[src/logic/ssh_defs.vh]
// Constants for the graceful halt handler of the stepping position controller.
// Assumes it is included by bare name from the design file.
`ifndef SSH_DEFS_VH
`define SSH_DEFS_VH
`define SSH_ADDR_TOP      2'h3
`define SSH_ADDR_LSB      1'h0
`define SSH_CMD_HALT      8'h8F
`define SSH_POS_W         16
`define SSH_VEL_W         4
`define SSH_ST_IDLE       2'h0
`define SSH_ST_RUN        2'h1
`define SSH_ST_DECEL      2'h2
`define SSH_ST_LOAD       2'h3
`endif

[src/logic/ssh_soft_stop_handler.v]
// Graceful halt handler: frame decoder, thermal trigger, deceleration and position hold.
// Assumes the I2C front end delivers received bytes as one-cycle strobes, synchronous to CLOCK.
`timescale 1ns/1ps
`include "ssh_defs.vh"

module ssh_soft_stop_handler #(
  parameter POS_W = `SSH_POS_W,
  parameter VEL_W = `SSH_VEL_W
) (
  input  wire                    CLOCK,
  input  wire                    RST_B,
  input  wire [3:0]              PROGRAMMED_ADDRESS,
  input  wire                    HARDWIRED_ADDRESS_BIT,
  input  wire                    BYTE_VALID,
  input  wire                    BYTE_FIRST,
  input  wire [7:0]              BYTE_DATA,
  input  wire                    FRAME_END,
  input  wire                    THERMAL_SHUTDOWN,
  input  wire                    MOTION_ACTIVE,
  input  wire [VEL_W-1:0]        VELOCITY,
  input  wire [VEL_W-1:0]        MIN_VELOCITY,
  input  wire signed [POS_W-1:0] ACTUAL_POSITION,
  input  wire                    TARGET_LOAD,
  input  wire signed [POS_W-1:0] TARGET_IN,
  output reg  signed [POS_W-1:0] TARGET_POSITION,
  output reg                     DECEL_REQUEST,
  output reg                     HALT_REQUEST,
  output reg                     HALT_BUSY,
  output reg                     GRACEFUL_HALT_COMMAND
);

  // Control sequence state and its next value.
  reg  [1:0]             state;
  reg  [1:0]             next_state;

  // Progress through the two-byte frame.
  reg                    addr_match;
  reg                    next_addr_match;
  reg                    cmd_seen;
  reg                    next_cmd_seen;

  // Thermal level of the previous cycle, for the edge detector.
  reg                    thermal_prev;

  // Next values of the registered outputs.
  reg                    next_decel_request;
  reg                    next_halt_request;
  reg                    next_halt_busy;
  reg signed [POS_W-1:0] next_target_position;

  // Byte comparison, one flag per bit.
  wire [7:0]             own_addr;
  wire [7:0]             halt_code;
  wire [7:0]             addr_bit_eq;
  wire [7:0]             cmd_bit_eq;
  wire                   addr_hit;
  wire                   cmd_hit;

  // Halt sources.
  wire                   bus_halt;
  wire                   thermal_halt;
  wire                   halt_event;

  genvar                 bit_idx;

  assign own_addr = {`SSH_ADDR_TOP, PROGRAMMED_ADDRESS, HARDWIRED_ADDRESS_BIT,
                     `SSH_ADDR_LSB};
  assign halt_code = `SSH_CMD_HALT;

  generate
    for (bit_idx = 0; bit_idx < 8; bit_idx = bit_idx + 1) begin : g_byte_cmp
      assign addr_bit_eq[bit_idx] = (BYTE_DATA[bit_idx] == own_addr[bit_idx]);
      assign cmd_bit_eq[bit_idx]  = (BYTE_DATA[bit_idx] == halt_code[bit_idx]);
    end
  endgenerate

  assign addr_hit = &addr_bit_eq;
  assign cmd_hit  = &cmd_bit_eq;

  // The command acts only when the frame closes after exactly two bytes, so a
  // longer frame starting with the same code is not mistaken for a halt.
  always @* begin
    next_addr_match = addr_match;
    next_cmd_seen   = cmd_seen;
    if (BYTE_VALID && BYTE_FIRST) begin
      next_addr_match = addr_hit;
      next_cmd_seen   = 1'b0;
    end else if (BYTE_VALID) begin
      next_addr_match = 1'b0;
      next_cmd_seen   = addr_match && !cmd_seen && cmd_hit;
    end else if (FRAME_END) begin
      next_addr_match = 1'b0;
      next_cmd_seen   = 1'b0;
    end
  end

  always @(posedge CLOCK) begin
    if (!RST_B) begin
      addr_match <= 1'b0;
      cmd_seen   <= 1'b0;
    end else begin
      addr_match <= next_addr_match;
      cmd_seen   <= next_cmd_seen;
    end
  end

  // The thermal source is edge triggered, so a temperature that stays high
  // does not restart the halt over and over once the motor is stopped.
  always @(posedge CLOCK) begin
    if (!RST_B) begin
      thermal_prev <= 1'b0;
    end else begin
      thermal_prev <= THERMAL_SHUTDOWN;
    end
  end

  assign bus_halt     = FRAME_END && cmd_seen;
  assign thermal_halt = THERMAL_SHUTDOWN && !thermal_prev;
  assign halt_event   = bus_halt || thermal_halt;

  // A new halt during an ongoing halt is absorbed: the sequence already heads
  // to a stop, and restarting it would only delay the position hold.
  always @* begin
    next_state = state;
    case (state)
      `SSH_ST_IDLE: begin
        if (halt_event && MOTION_ACTIVE) begin
          next_state = `SSH_ST_DECEL;
        end else if (halt_event) begin
          next_state = `SSH_ST_LOAD;
        end
      end
      `SSH_ST_DECEL: begin
        if (!MOTION_ACTIVE || VELOCITY <= MIN_VELOCITY) begin
          next_state = `SSH_ST_RUN;
        end
      end
      `SSH_ST_RUN: begin
        if (!MOTION_ACTIVE) begin
          next_state = `SSH_ST_LOAD;
        end
      end
      `SSH_ST_LOAD: begin
        next_state = `SSH_ST_IDLE;
      end
      default: begin
        next_state = `SSH_ST_IDLE;
      end
    endcase
  end

  always @(posedge CLOCK) begin
    if (!RST_B) begin
      state <= `SSH_ST_IDLE;
    end else begin
      state <= next_state;
    end
  end

  // The motion requests follow the next state, so the motion core sees them
  // in the same cycle as the state that they belong to.
  always @* begin
    next_decel_request = 1'b0;
    next_halt_request  = 1'b0;
    next_halt_busy     = 1'b1;
    case (next_state)
      `SSH_ST_IDLE: begin
        next_halt_busy = 1'b0;
      end
      `SSH_ST_DECEL: begin
        next_decel_request = 1'b1;
      end
      `SSH_ST_RUN: begin
        next_halt_request = 1'b1;
      end
      `SSH_ST_LOAD: begin
        next_halt_busy = 1'b1;
      end
      default: begin
        next_halt_busy = 1'b0;
      end
    endcase
  end

  always @(posedge CLOCK) begin
    if (!RST_B) begin
      DECEL_REQUEST <= 1'b0;
      HALT_REQUEST  <= 1'b0;
      HALT_BUSY     <= 1'b0;
    end else begin
      DECEL_REQUEST <= next_decel_request;
      HALT_REQUEST  <= next_halt_request;
      HALT_BUSY     <= next_halt_busy;
    end
  end

  // The pulse shows every accepted halt, also one absorbed by a running
  // sequence, so the host side can count what it sent.
  always @(posedge CLOCK) begin
    if (!RST_B) begin
      GRACEFUL_HALT_COMMAND <= 1'b0;
    end else begin
      GRACEFUL_HALT_COMMAND <= halt_event;
    end
  end

  // A normal target load is refused while a halt runs or starts, so the held
  // stop position cannot be overwritten behind the sequence's back.
  always @* begin
    next_target_position = TARGET_POSITION;
    if (state == `SSH_ST_LOAD) begin
      next_target_position = ACTUAL_POSITION;
    end else if (TARGET_LOAD && state == `SSH_ST_IDLE && !halt_event) begin
      next_target_position = TARGET_IN;
    end
  end

  always @(posedge CLOCK) begin
    if (!RST_B) begin
      TARGET_POSITION <= {POS_W{1'b0}};
    end else begin
      TARGET_POSITION <= next_target_position;
    end
  end

endmodule

[config.mk]
export PLATFORM = sky130hd
export DESIGN_NAME = ssh_soft_stop_handler
export DESIGN_NICKNAME = d
export VERILOG_FILES = /design/src/logic/ssh_soft_stop_handler.v
export VERILOG_INCLUDE_DIRS = /design/src /design/src/logic
export SDC_FILE = /design/constraint.sdc
export NUM_CORES = 1
export LEC_CHECK = 0
export ABC_AREA = 0
export BUFFER_PORTS_ARGS = -buffer_cell sky130_fd_sc_hd__buf_2
export CORE_MARGIN = 3
export CORE_UTILIZATION = 38
export DETAILED_ROUTE_END_ITERATION = 8
export PLACE_DENSITY = 0.86
export SLEW_MARGIN = 20
export SYNTH_ARGS = -nofsm -noshare
export SYNTH_HDL_FRONTEND = slang
export SYNTH_SLANG_ARGS = --single-unit
[constraint.sdc]
create_clock -name CLOCK -period 1.4 [get_ports CLOCK]
set_input_delay 0.07 -clock CLOCK [delete_from_list [all_inputs] [get_ports CLOCK]]
set_output_delay 0.07 -clock CLOCK [all_outputs]
set_load 0.005 [all_outputs]
### Word-level counts from Yosys, hierarchy flattened

Index checks and enable logic that the tools add are counted.

| storage, ports and cells | value |
|---|---|
| bits in registers | 25 |
| input port bits | 61 |
| output and inout port bits | 20 |
| logic and storage cells | 61 |

| cells by class | value |
|---|---|
| mux-type cells | 14 |
| reductions and logical operators | 22 |
| bitwise logic cells | 5 |
| order comparisons | 1 |
| equal/unequal tests | 10 |

Operators by type and width:

| operator | number |
|---|---|
| $mux W16 | 2 |
| $reduce_and A8 Y1 | 2 |
| $logic_and A1 B1 Y1 | 8 |
| $mux W2 | 4 |
| $pmux W2 S4 | 1 |
| $mux W1 | 7 |
| $eq A2 B2 Y1 const B | 3 |
| $eq A1 B1 Y1 | 5 |
| $not A1 Y1 | 5 |
| $eq A2 B1 Y1 const B | 2 |
| $le A4 B4 Y1 | 1 |
| $logic_not A1 Y1 | 4 |
| $logic_not A2 Y1 | 2 |
| $reduce_bool A2 Y1 | 2 |
| $reduce_bool A3 Y1 | 1 |
| $logic_or A1 B1 Y1 | 2 |
| $reduce_or A2 Y1 | 1 |

### Logic depth before layout (Yosys ltp)

Gate-level depths: netlist (run 1).

| logic depth | value |
|---|---|
| word-level depth | 8 |
| mapped depth | 7 |

### Worst setup path after synthesis (run 1)

OpenSTA, ideal clock, no wires.

| timing path | value |
|---|---|
| path kind | register to register |
| from | register state[1] |
| to | register TARGET_POSITION[0] |
| cell stages (with the launch flop) | 7 |
| data arrival time | 1.281 ns |
| path slack | 0.003 ns |
| clock period less this slack | 1.397 ns |
| data required time | 1.284 ns |
| cell sequence | dfxtp_1 -> buf_2 -> and2_1 -> buf_2 -> a41o_1 -> buf_2 -> o211a_1 |

| between the ends | value |
|---|---|
| word-level cells in the longest chain between the ends | 4 |
| elaborated cells on any way between the ends | 6 |
| those cells by class | eq/ne (1); mux (1); reduce/logical (4) |

RTL lines:

| item | RTL line | text |
|---|---|---|
| start: declaration | ssh_soft_stop_handler.v:33 | `reg [1:0] state;` |
| start signal: assignment | ssh_soft_stop_handler.v:154 | `` state <= `SSH_ST_IDLE; `` |
| start signal: assignment | ssh_soft_stop_handler.v:156 | `state <= next_state;` |
| $logic_not A2 Y1 | -- |  |
| $logic_and A1 B1 Y1 (no line) | -- |  |
| $logic_and A1 B1 Y1 | ssh_soft_stop_handler.v:213 | `` end else if (TARGET_LOAD && state == `SSH_ST_IDLE && !halt_event) begin `` |
| $reduce_bool A2 Y1 (no line) | -- |  |
| end signal: assignment | ssh_soft_stop_handler.v:220 | `TARGET_POSITION <= {POS_W{1'b0}};` |
| end signal: assignment | ssh_soft_stop_handler.v:222 | `TARGET_POSITION <= next_target_position;` |
| end: declaration | ssh_soft_stop_handler.v:25 | `output reg signed [POS_W-1:0] TARGET_POSITION,` |

Parallel ways exist; a longest one is shown, timed or not.
A chain may end at the register's enable or synchronous reset.

### Worst setup path in the final report (run 1)

| timing path | value |
|---|---|
| from | register addr_match |
| to | register cmd_seen |

| between the ends | value |
|---|---|
| word-level cells in the longest chain between the ends | 3 |

RTL lines:

| item | RTL line | text |
|---|---|---|
| start: declaration | ssh_soft_stop_handler.v:37 | `reg addr_match;` |
| start signal: assignment | ssh_soft_stop_handler.v:102 | `addr_match <= next_addr_match;` |
| $logic_and A1 B1 Y1 (2 in series) | ssh_soft_stop_handler.v:90 | `next_cmd_seen = addr_match && !cmd_seen && cmd_hit;` |
| $mux W1 | ssh_soft_stop_handler.v:88 | `end else if (BYTE_VALID) begin` |
| end signal: assignment | ssh_soft_stop_handler.v:103 | `cmd_seen <= next_cmd_seen;` |
| end: declaration | ssh_soft_stop_handler.v:39 | `reg cmd_seen;` |

Every way passes these cells.

==> results of run 1 <==
[area by class of cell]
class / instances / area (µm²)
multi-input combinational: 118 / 712
clock buffer: 4 / 26.3
inverter: 5 / 18.8
timing repair buffer: 89 / 470
fill: 311 / 1340
tap: 44 / 55.1
sequential: 25 / 502
[timing repair]
action | in CTS | in global routing
hold endpoints to repair | 1 | 0
gates resized for setup | 1 | 0
setup endpoints to repair | 1 | 1
hold buffers | 1 | 0
pin swaps | 1 | 0
[cell families (layout without fill, tap and decap cells)]
logic type / after synthesis / in the layout / synth area share
AND/OR/NAND/NOR: 82 / 82 / 0.296
AO/OA/AOI/OAI: 27 / 27 / 0.188
flip-flops: 25 / 25 / 0.393
buffers and inverters: 15 / 98 / 0.0491
XOR/XNOR: 5 / 5 / 0.0344
adder cells (fa/ha/maj): 4 / 4 / 0.0393
[per-layer routing]
| layer | routed length, µm | vias to the layer above |
|---|---|---|
| met2 | 1600 | 61 |
| met5 | 0 | - |
| met4 | 35 | 0 |
| met1 | 1320 | 622 |
| met3 | 279 | 4 |
| li1 | - | 718 |
[Yosys cell counts (2+ instances only)]
cell type / count
nand2_1: 46
inv_1: 5
xor2_1: 2
nand2b_1: 2
nand4b_1: 2
clkbuf_1: 5
o211a_1: 16
and2_1: 3
xnor2_1: 3
ha_1: 4
or4_1: 2
buf_2: 5
nand4_1: 2
nor2_1: 4
dfxtp_1: 25
nor2b_1: 2
a21oi_1: 2
nand3_1: 17
[state kept, by name, summed over array words and instances, names as in the netlist]
register and cells:
addr_match 1, state 2, HALT_BUSY 1, TARGET_POSITION 16, GRACEFUL_HALT_COMMAND 1, thermal_prev 1
cmd_seen 1, HALT_REQUEST 1, DECEL_REQUEST 1
[per-stage QoR]
step | TNS, ns | hold slack (ns) | cell area (µm²) | total power (µW) | worst slack (ns)
CTS | -0.0348 | 0.0282 | 1780 | 1620 | -0.0348
detailed placement | -0.0326 | 0.300 | 1750 | 1310 | -0.0326
floorplan | 0 | 0.192 | 1270 | 1090 | 0.00283
global route | -0.0978 | 0.0556 | 1780 | 1720 | -0.0978
global placement | 0 | 0.291 | 1750 | 1300 | 0.0215
finish | -0.0118 | 0.0348 | 1780 | 1610 | -0.0118
[worst paths after layout]
| path | to | slack (ns) | depth (start not counted) |
|---|---|---|---|
| hold / removal | cmd_seen | 0.03 | 4 |
| setup / recovery | cmd_seen | -0.01 | 4 |
| setup reg to reg | cmd_seen | -0.01 | 4 |
| hold reg to reg | addr_match | 0.46 | 2 |
[worst max-delay path, cell delays in order, from the launching register on]
cell      delay, ns
dfxtp_2        0.35
nand4b_1       0.08
or4_1          0.39
or4_1          0.42
a21boi_1       0.13
[power breakdown]
part           switching, µW  total (µW)  internal [µW]  leakage, µW
Clock                    199         310            111    0.0000150
Combinational            219         464            245     0.000842
Sequential              38.6         833            794     0.000206
==> impl_metrics.yaml, run 1 <==
floorplanning:
  core_mm2: 0.00313
  chipHeight_um: 63.9
  row_count: 20
  initial_utilization: 0.408
  dieWidth_um: 63.9
  io_pins: 81
  dieArea_mm2: 0.00409
logic_synthesis:
  syn_avg_cell_area_um2: 8.07
  yosysSeqAreaShare: 0.393
  yosysTopAreaCell: "dfxtp_1"
  synth-edff-count: 0
  synth.net_count: 223
  postSynth.asyncResetShare: 0
  synth_area_mm2: 0.00127
  syn_inst: 158
  synth_top_area_frac: 0.393
  synth_area_leaders: "dfxtp_1 (39%), nand2_1 (14%), o211a_1 (13%)"
  synth_cell_types: 29
  ys.flop_type: "dfxtp_1"
  yosysWarnings: 0
  ys_ff_latch: 25
worst_setup_path:
  crit_required_ns: 1.65
  crit_fanout: 2
  reg2reg_from: "addr_match"
  criticalPathCategory: "reg -> reg"
  arrival_ns: 1.67
  critPathCaptureType: "flip-flop"
  cp-startpoint: "addr_match"
  start_kind: "flip-flop"
grt:
  track_usage: 0.162
  grt_overflow_total: 0
  grt_busiest_layer: "met2"
  gr-usage-met2: 0.295
  gr-usage-met3: 0.0404
  grt_pass1_wl_um: 5350
  grt_antenna_before_repair: 0
  grtUsageMet1: 0.179
  grt_max_degree: 19
  grt_pass1_vias: 1310
hold_path:
  min_path_type: "in -> reg"
  worstHoldStart: "BYTE_VALID"
place:
  dp.cells: 280
  dp.final_hpwl_um: 2630
  place_congestion: 0.803
  port_buffers: 80
detailed_routing:
  first_iter_violations: 64
  dr.pass1.iters: 4
  via_count: 1405
  totalWireLength_um: 3230
  drc: 0
  wl_per_cell_um: 11.3
  vias_per_cell: 4.93
  postRouteAntennaNets: 0
clock_tree:
  cts_sinks: 25
  clk_path_buf_depth: 2
  htreeDepth: 1
  cts.clk_slew.worst_paths_ns: 0.13
  cts_tree: "yes"
  clock_latency_ns: 0.31
  post-cts-setup-buffer-count: 0
  cts_inserted_buffers: 3
  clock-root-buffer: "clkbuf_4"
run_status:
  violations: "setup timing"
  outcome: "finished with violations"
timing:
  slew_headroom: 0.814
  worst_pin_slew_ns: 0.279
  fmaxAchievable_ghz: 0.708
  fin_skew_ns: 0.00691
  hold_viol_final: 0
  fin_crit_sh: 1.01
  slew_violations: 0
  rsz0062_at_grt: "true"
  layout_min_cycle_time_ns: 1.41
  setup_slack_ns: -0.0118
  finalSetupViolations: 1
cells_and_area:
  antenna_cells: 0
  fin_nets: 307
  drive_above_1_share: 0.382
  layout_commonest_cell: "buf_2"
  fin_cells: 285
  area_delta_synth_final_pct: 39.9
  layout_common_cells: "buf_2 (80), nand2_1 (46), dfxtp_1 (24)"
  final_util: 0.570
pwr:
  p_leak_uw: 0.00106
  vdd_drop_max_uv: 512
  power_density_mw_per_mm2: 900
job:
  drv_cap: 0
Power figures use the tool's default switching activity.
==> run 2: changes to the inputs <==
--- a/config.mk
+++ b/config.mk
@@ -7,11 +7,11 @@
 export NUM_CORES = 1
 export LEC_CHECK = 0
 export ABC_AREA = 0
-export BUFFER_PORTS_ARGS = -buffer_cell sky130_fd_sc_hd__buf_2
 export CORE_MARGIN = 3
-export CORE_UTILIZATION = 38
+export CORE_UTILIZATION = 50
 export DETAILED_ROUTE_END_ITERATION = 8
-export PLACE_DENSITY = 0.86
+export DONT_BUFFER_PORTS = 1
+export PLACE_DENSITY = 0.78
 export SLEW_MARGIN = 20
 export SYNTH_ARGS = -nofsm -noshare
 export SYNTH_HDL_FRONTEND = slang
==> constraint.sdc (replaced) <==
create_clock -name CLOCK -period 1.25 [get_ports CLOCK]
set_input_delay 0.0625 -clock CLOCK [delete_from_list [all_inputs] [get_ports CLOCK]]
set_output_delay 0.0625 -clock CLOCK [all_outputs]
set_load 0.005 [all_outputs]
==> run 2 against run 1 <==
  * The run ends with hold timing, setup timing left
  * Flip-flop and latch count stayed put
  * Sequential power increased by 16%
  * Die area fell by 22%
  * Global-route usage rose by 3.0 points
  * Critical endpoint unchanged
  * Highest routed layer unchanged
==> impl_metrics.yaml, run 2 (synthesis results as in run 1) <==
run_status:
  outcome: "finished with violations"
  violations: "hold timing, setup timing"
floorplanning:
  dieWidth_um: 56.5
  initial_utilization: 0.550
  chipHeight_um: 56.5
  row_count: 17
  io_pins: 81
  core_mm2: 0.00232
  dieArea_mm2: 0.00319
pwr:
  p_comb_frac: 0.219
  p_total_uw: 1680
  p_int_uw: 1210
  p_leak_uw: 0.000777
  switching_share: 0.283
  p_seq_frac: 0.572
  power_density_mw_per_mm2: 1130
  p_clk_frac: 0.209
  switchingPower_uw: 477
  vdd_drop_max_uv: 929
cells_and_area:
  area_delta_synth_final_pct: 16.6
  finalInstanceArea_mm2: 0.00149
  top_register: "TARGET_POSITION"
  top_regs: "TARGET_POSITION: 16 flops, state: 2 flops"
  antenna_cells: 0
  final-seq-area_um2: 503
  fin_nets: 236
  largest_reg_flops: 16
  fillers: 195
  layout_commonest_cell: "nand2_1"
  multi_input_area_um2: 734
  layout_common_cells: "nand2_1 (45), dfxtp_1 (23), nand3_1 (17)"
  drive_above_1_share: 0.118
timing:
  setup_slack_ns: -0.231
  fin_skew_ns: 0.0127
  slew_violations: 0
  hold_viol_final: 22
  fin_hold_ws_ns: -0.140
  rsz0062_at_grt: "true"
  fin_crit_sh: 1.18
  slew_headroom: 0.832
  worst_pin_slew_ns: 0.250
  finalSetupViolations: 2
  fin_tns_setup_ns: -0.233
  layout_min_cycle_time_ns: 1.48
  fmaxAchievable_ghz: 0.675
worst_setup_path:
  max_stage_delay_ns: 0.43
  criticalPathCategory: "reg -> reg"
  start_kind: "flip-flop"
  cpMaxStageDelayCell: "or4_4"
  path_cells: "nand4b_1 > or4_1 > or4_4 > a21boi_2"
  crit_required_ns: 1.51
  crit_fanout: 2
  arrival_ns: 1.74
  critPathCaptureType: "flip-flop"
grt:
  grt_pass1_wl_um: 4960
  grt_antenna_before_repair: 0
  grt_pass1_vias: 1126
  track_usage: 0.192
  grt_overflow_total: 0
  grt_max_degree: 27
place:
  dp.final_hpwl_um: 2200
  port_buffers: 0
  placed_cell_area_mm2: 0.00133
  dp_slack_ns: -0.212
  place_congestion: 0.745
detailed_routing:
  vias_per_cell: 5.90
  dr.pass1.iters: 4
  postRouteAntennaNets: 0
  wl_per_cell_um: 15.6
  totalWireLength_um: 3100
  drc: 0
  first_iter_violations: 38
  via_count: 1168
clock_tree:
  htreeDepth: 1
  cts_sinks: 25
  clock_latency_ns: 0.31
  cts_inserted_buffers: 3
  clk_path_buf_depth: 2
  post-cts-setup-buffer-count: 0
  cts_tree: "yes"
  clock-root-buffer: "clkbuf_4"
  cts.clk_slew.worst_paths_ns: 0.14
hold_path:
  min_path_type: "in -> reg"
job:
  drv_cap: 0
-- run 2: cell count changes in the layout (fill, tap and decap cells not counted), moves of 2 or more --
cell	change
buf_2	-80
dlygate4sd3_1	+9
buf_4	-2
buf_6	+2
-- run 2: area by class of cell --
cell class	count	share of cell area
inverters	5	0.0126
clock buffers	3	0.0152
multi-input cells	118	0.494
well taps	28	0.0236
flip-flops and latches	25	0.338
repair buffers	18	0.113
clock inverters	1	0.00337
-- run 2: power by group through the flow --
stage / clock network (µW) / registers, µW / logic [µW]
6_report: 352 / 963 / 369
5_1_grt: 412 / 975 / 414
4_1_cts: 362 / 962 / 355
2_1_floorplan: 0 / 960 / 286
3_5_place_dp: 0 / 979 / 326
3_3_place_gp: 0 / 975 / 309
-- run 2: metal layers --
metal / share of wire / GRT usage / vias up
li1: - / - / 577
met1: 0.39 / 0.212 / 534
met2: 0.50 / 0.358 / 55
met3: 0.093 / 0.0437 / 2
met4: 0.0087 / 0.0542 / 0
met5: 0 / 0 / -
-- run 2: metrics by stage --
step                utilization  std cells
floorplan                     -        158
global placement          0.573        184
detailed placement        0.573        184
CTS                       0.624        197
global route              0.641        198
finish                    0.641        198
-- run 2: final timing paths --
path                            depth (start not counted)  slack, ns  startpoint                 end
worst max-delay path                                    4      -0.23  addr_match            cmd_seen
worst min-delay path                                    1      -0.14       RST_B  TARGET_POSITION[6]
worst max register to register                          4      -0.23  addr_match            cmd_seen
worst min register to register                          2       0.52    cmd_seen            cmd_seen
-- run 2: worst max-delay path, delay by kind of cell, from the launching register on --
family	cells	cell delay (ns)
flops	1	0.35
simple gates	3	0.93
compound gates	1	0.15
-- run 2: repair_timing --
item	in CTS	in global routing
hold buffers	9	2
hold endpoints to repair	25	24
pin swaps	0	2
gates resized for setup	1	8
cloned	0	0
setup endpoints to repair	1	18
==> run 3: changes to the inputs <==
--- a/config.mk
+++ b/config.mk
@@ -12,6 +12,7 @@
 export DETAILED_ROUTE_END_ITERATION = 8
 export DONT_BUFFER_PORTS = 1
 export PLACE_DENSITY = 0.78
+export RECOVER_POWER = 100
 export SLEW_MARGIN = 20
 export SYNTH_ARGS = -nofsm -noshare
 export SYNTH_HDL_FRONTEND = slang
==> run 3 against run 2 <==
  * The run still ends with hold timing, setup timing left
  * Critical path depth is the same
  * Power shrank 0.51%
  * Clock skew is essentially flat
  * Wire length shrank 0.36%
  * Combinational power shrank 2%
  * Global-route usage is the same
  * Sequential power is essentially flat
  * Flip-flop and latch count is the same
  * Register-to-register slack is essentially flat
  * Via count shrank 0.68%
  * Core utilization shrank 0.43 points
  * Clock power is essentially flat
  * Critical path type unchanged
  * Largest power group unchanged
  * Highest routed layer unchanged
==> impl_metrics.yaml, run 3 (synthesis results as in run 1) <==
detailed_routing:
  wl_per_cell_um: 15.6
  dr.pass1.iters: 4
  first_iter_violations: 40
  totalWireLength_um: 3090
  via_count: 1160
  vias_per_cell: 5.86
  drc: 0
  postRouteAntennaNets: 0
pwr:
  vdd_drop_max_uv: 929
  p_leak_uw: 0.000771
  power_density_mw_per_mm2: 1130
clock_tree:
  clock-root-buffer: "clkbuf_4"
  cts_sinks: 25
  clock_latency_ns: 0.31
  cts_inserted_buffers: 3
  cts.clk_slew.worst_paths_ns: 0.14
  clk_path_buf_depth: 2
  cts_tree: "yes"
  htreeDepth: 1
cells_and_area:
  final-seq-area_um2: 502
  layout_commonest_cell: "nand2_1"
  antenna_cells: 0
  fin_nets: 236
  layout_common_cells: "nand2_1 (46), dfxtp_1 (24), nand3_1 (17)"
  drive_above_1_share: 0.100
  largest_reg_flops: 16
  multi_input_area_um2: 732
  top_regs: "TARGET_POSITION: 16 flops, state: 2 flops"
  area_delta_synth_final_pct: 15.8
  top_register: "TARGET_POSITION"
  finalInstanceArea_mm2: 0.00148
  fillers: 198
timing:
  fin_crit_sh: 1.19
  finalSetupViolations: 1
  worst_pin_slew_ns: 0.251
  slew_violations: 0
  slew_headroom: 0.832
  fmaxAchievable_ghz: 0.675
  rsz0062_at_grt: "true"
  layout_min_cycle_time_ns: 1.48
  hold_viol_final: 22
  fin_hold_ws_ns: -0.141
  fin_skew_ns: 0.0129
  setup_slack_ns: -0.232
floorplanning:
  initial_utilization: 0.550
  row_count: 17
  io_pins: 81
  dieWidth_um: 56.5
  chipHeight_um: 56.5
  core_mm2: 0.00232
  dieArea_mm2: 0.00319
worst_setup_path:
  crit_required_ns: 1.51
  path_delay_family: "simple AND/OR/NAND/NOR gates"
  path_cells: "nand4b_1 > or4_1 > or4_4 > a21boi_2"
  reg2reg_from: "addr_match"
  cpMaxStageDelayCell: "or4_4"
  cp_num_buf_inv: 0
  start_kind: "flip-flop"
  critPathCaptureType: "flip-flop"
  crit_fanout: 2
  r2r_end: "cmd_seen"
  rr_worst_depth: 4
  criticalPathCategory: "reg -> reg"
  arrival_ns: 1.74
  max_stage_delay_ns: 0.43
  rrSetupSlack_ns: -0.23
hold_path:
  min_path_cells: 1
  hold_end: "TARGET_POSITION[6]"
  min_path_type: "in -> reg"
  worstHoldStart: "RST_B"
grt:
  grt_max_degree: 27
  grt_pass1_wl_um: 4960
  track_usage: 0.192
  grt_pass1_vias: 1126
  grt_overflow_total: 0
  grt_antenna_before_repair: 0
job:
  drv_cap: 0
place:
  port_buffers: 0
  placed_cell_area_mm2: 0.00133
  place_congestion: 0.745
  dp.final_hpwl_um: 2200
run_status:
  outcome: "finished with violations"
  violations: "hold timing, setup timing"
[run 3: changes by cell type in the layout (fill, tap and decap cells not counted), sizes merged]
cell / before / now
clkbuf: 3 / 5
buf: 8 / 6
[run 3: how the worst max path moves through the flow]
stage | start | to | slack [ns] | depth (start not counted)
floorplan | state[1] | TARGET_POSITION[0] | -0.1 | 6
global placement | addr_match | cmd_seen | -0.10 | 4
detailed placement | addr_match | cmd_seen | -0.21 | 4
CTS | addr_match | cmd_seen | -0.24 | 4
global route | addr_match | cmd_seen | -0.28 | 4
finish | addr_match | cmd_seen | -0.23 | 4
[run 3: per-stage QoR]
stage / TNS, ns / setup slack (ns) / util / power (µW) / cells
2_1_floorplan: -1.63 / -0.0970 / - / 1250 / 158
3_3_place_gp: -0.101 / -0.101 / 0.573 / 1280 / 184
3_5_place_dp: -0.212 / -0.212 / 0.573 / 1310 / 184
4_1_cts: -0.235 / -0.235 / 0.624 / 1680 / 197
5_1_grt: -0.909 / -0.281 / 0.637 / 1790 / 198
6_report: -0.232 / -0.232 / 0.637 / 1680 / 198
[run 3: what timing repair did]
action                                 CTS  global route
endpoints found under the hold margin   25            24
pin swaps                                0             2
gates resized for setup                  1             8
setup endpoints to repair                1            18
buffers inserted                         0             0
hold buffers                             9             2
cloned                                   0             0
[run 3: routing by layer]
metal	wire length [µm]	up-vias	GRT usage
met1	1200	526	0.212
li1	-	575	-
met4	27	0	0.0542
met2	1560	57	0.358
met5	0	-	0
met3	303	2	0.0437
[run 3: cell type report]
type,count,share of cell area
clock buffers,3,0.0153
clock inverters,1,0.00339
inverters,5,0.0127
multi-input cells,118,0.496
flip-flops and latches,25,0.340
well taps,28,0.0237
repair buffers,18,0.109
[run 3: power breakdown]
| group | total, µW | switching, µW | leakage, µW | internal, µW |
|---|---|---|---|---|
| Clock | 351 | 232 | 0.0000177 | 119 |
| Combinational | 363 | 173 | 0.000546 | 189 |
| Sequential | 961 | 71.2 | 0.000206 | 890 |
| Total | 1680 | 476 | 0.000771 | 1200 |
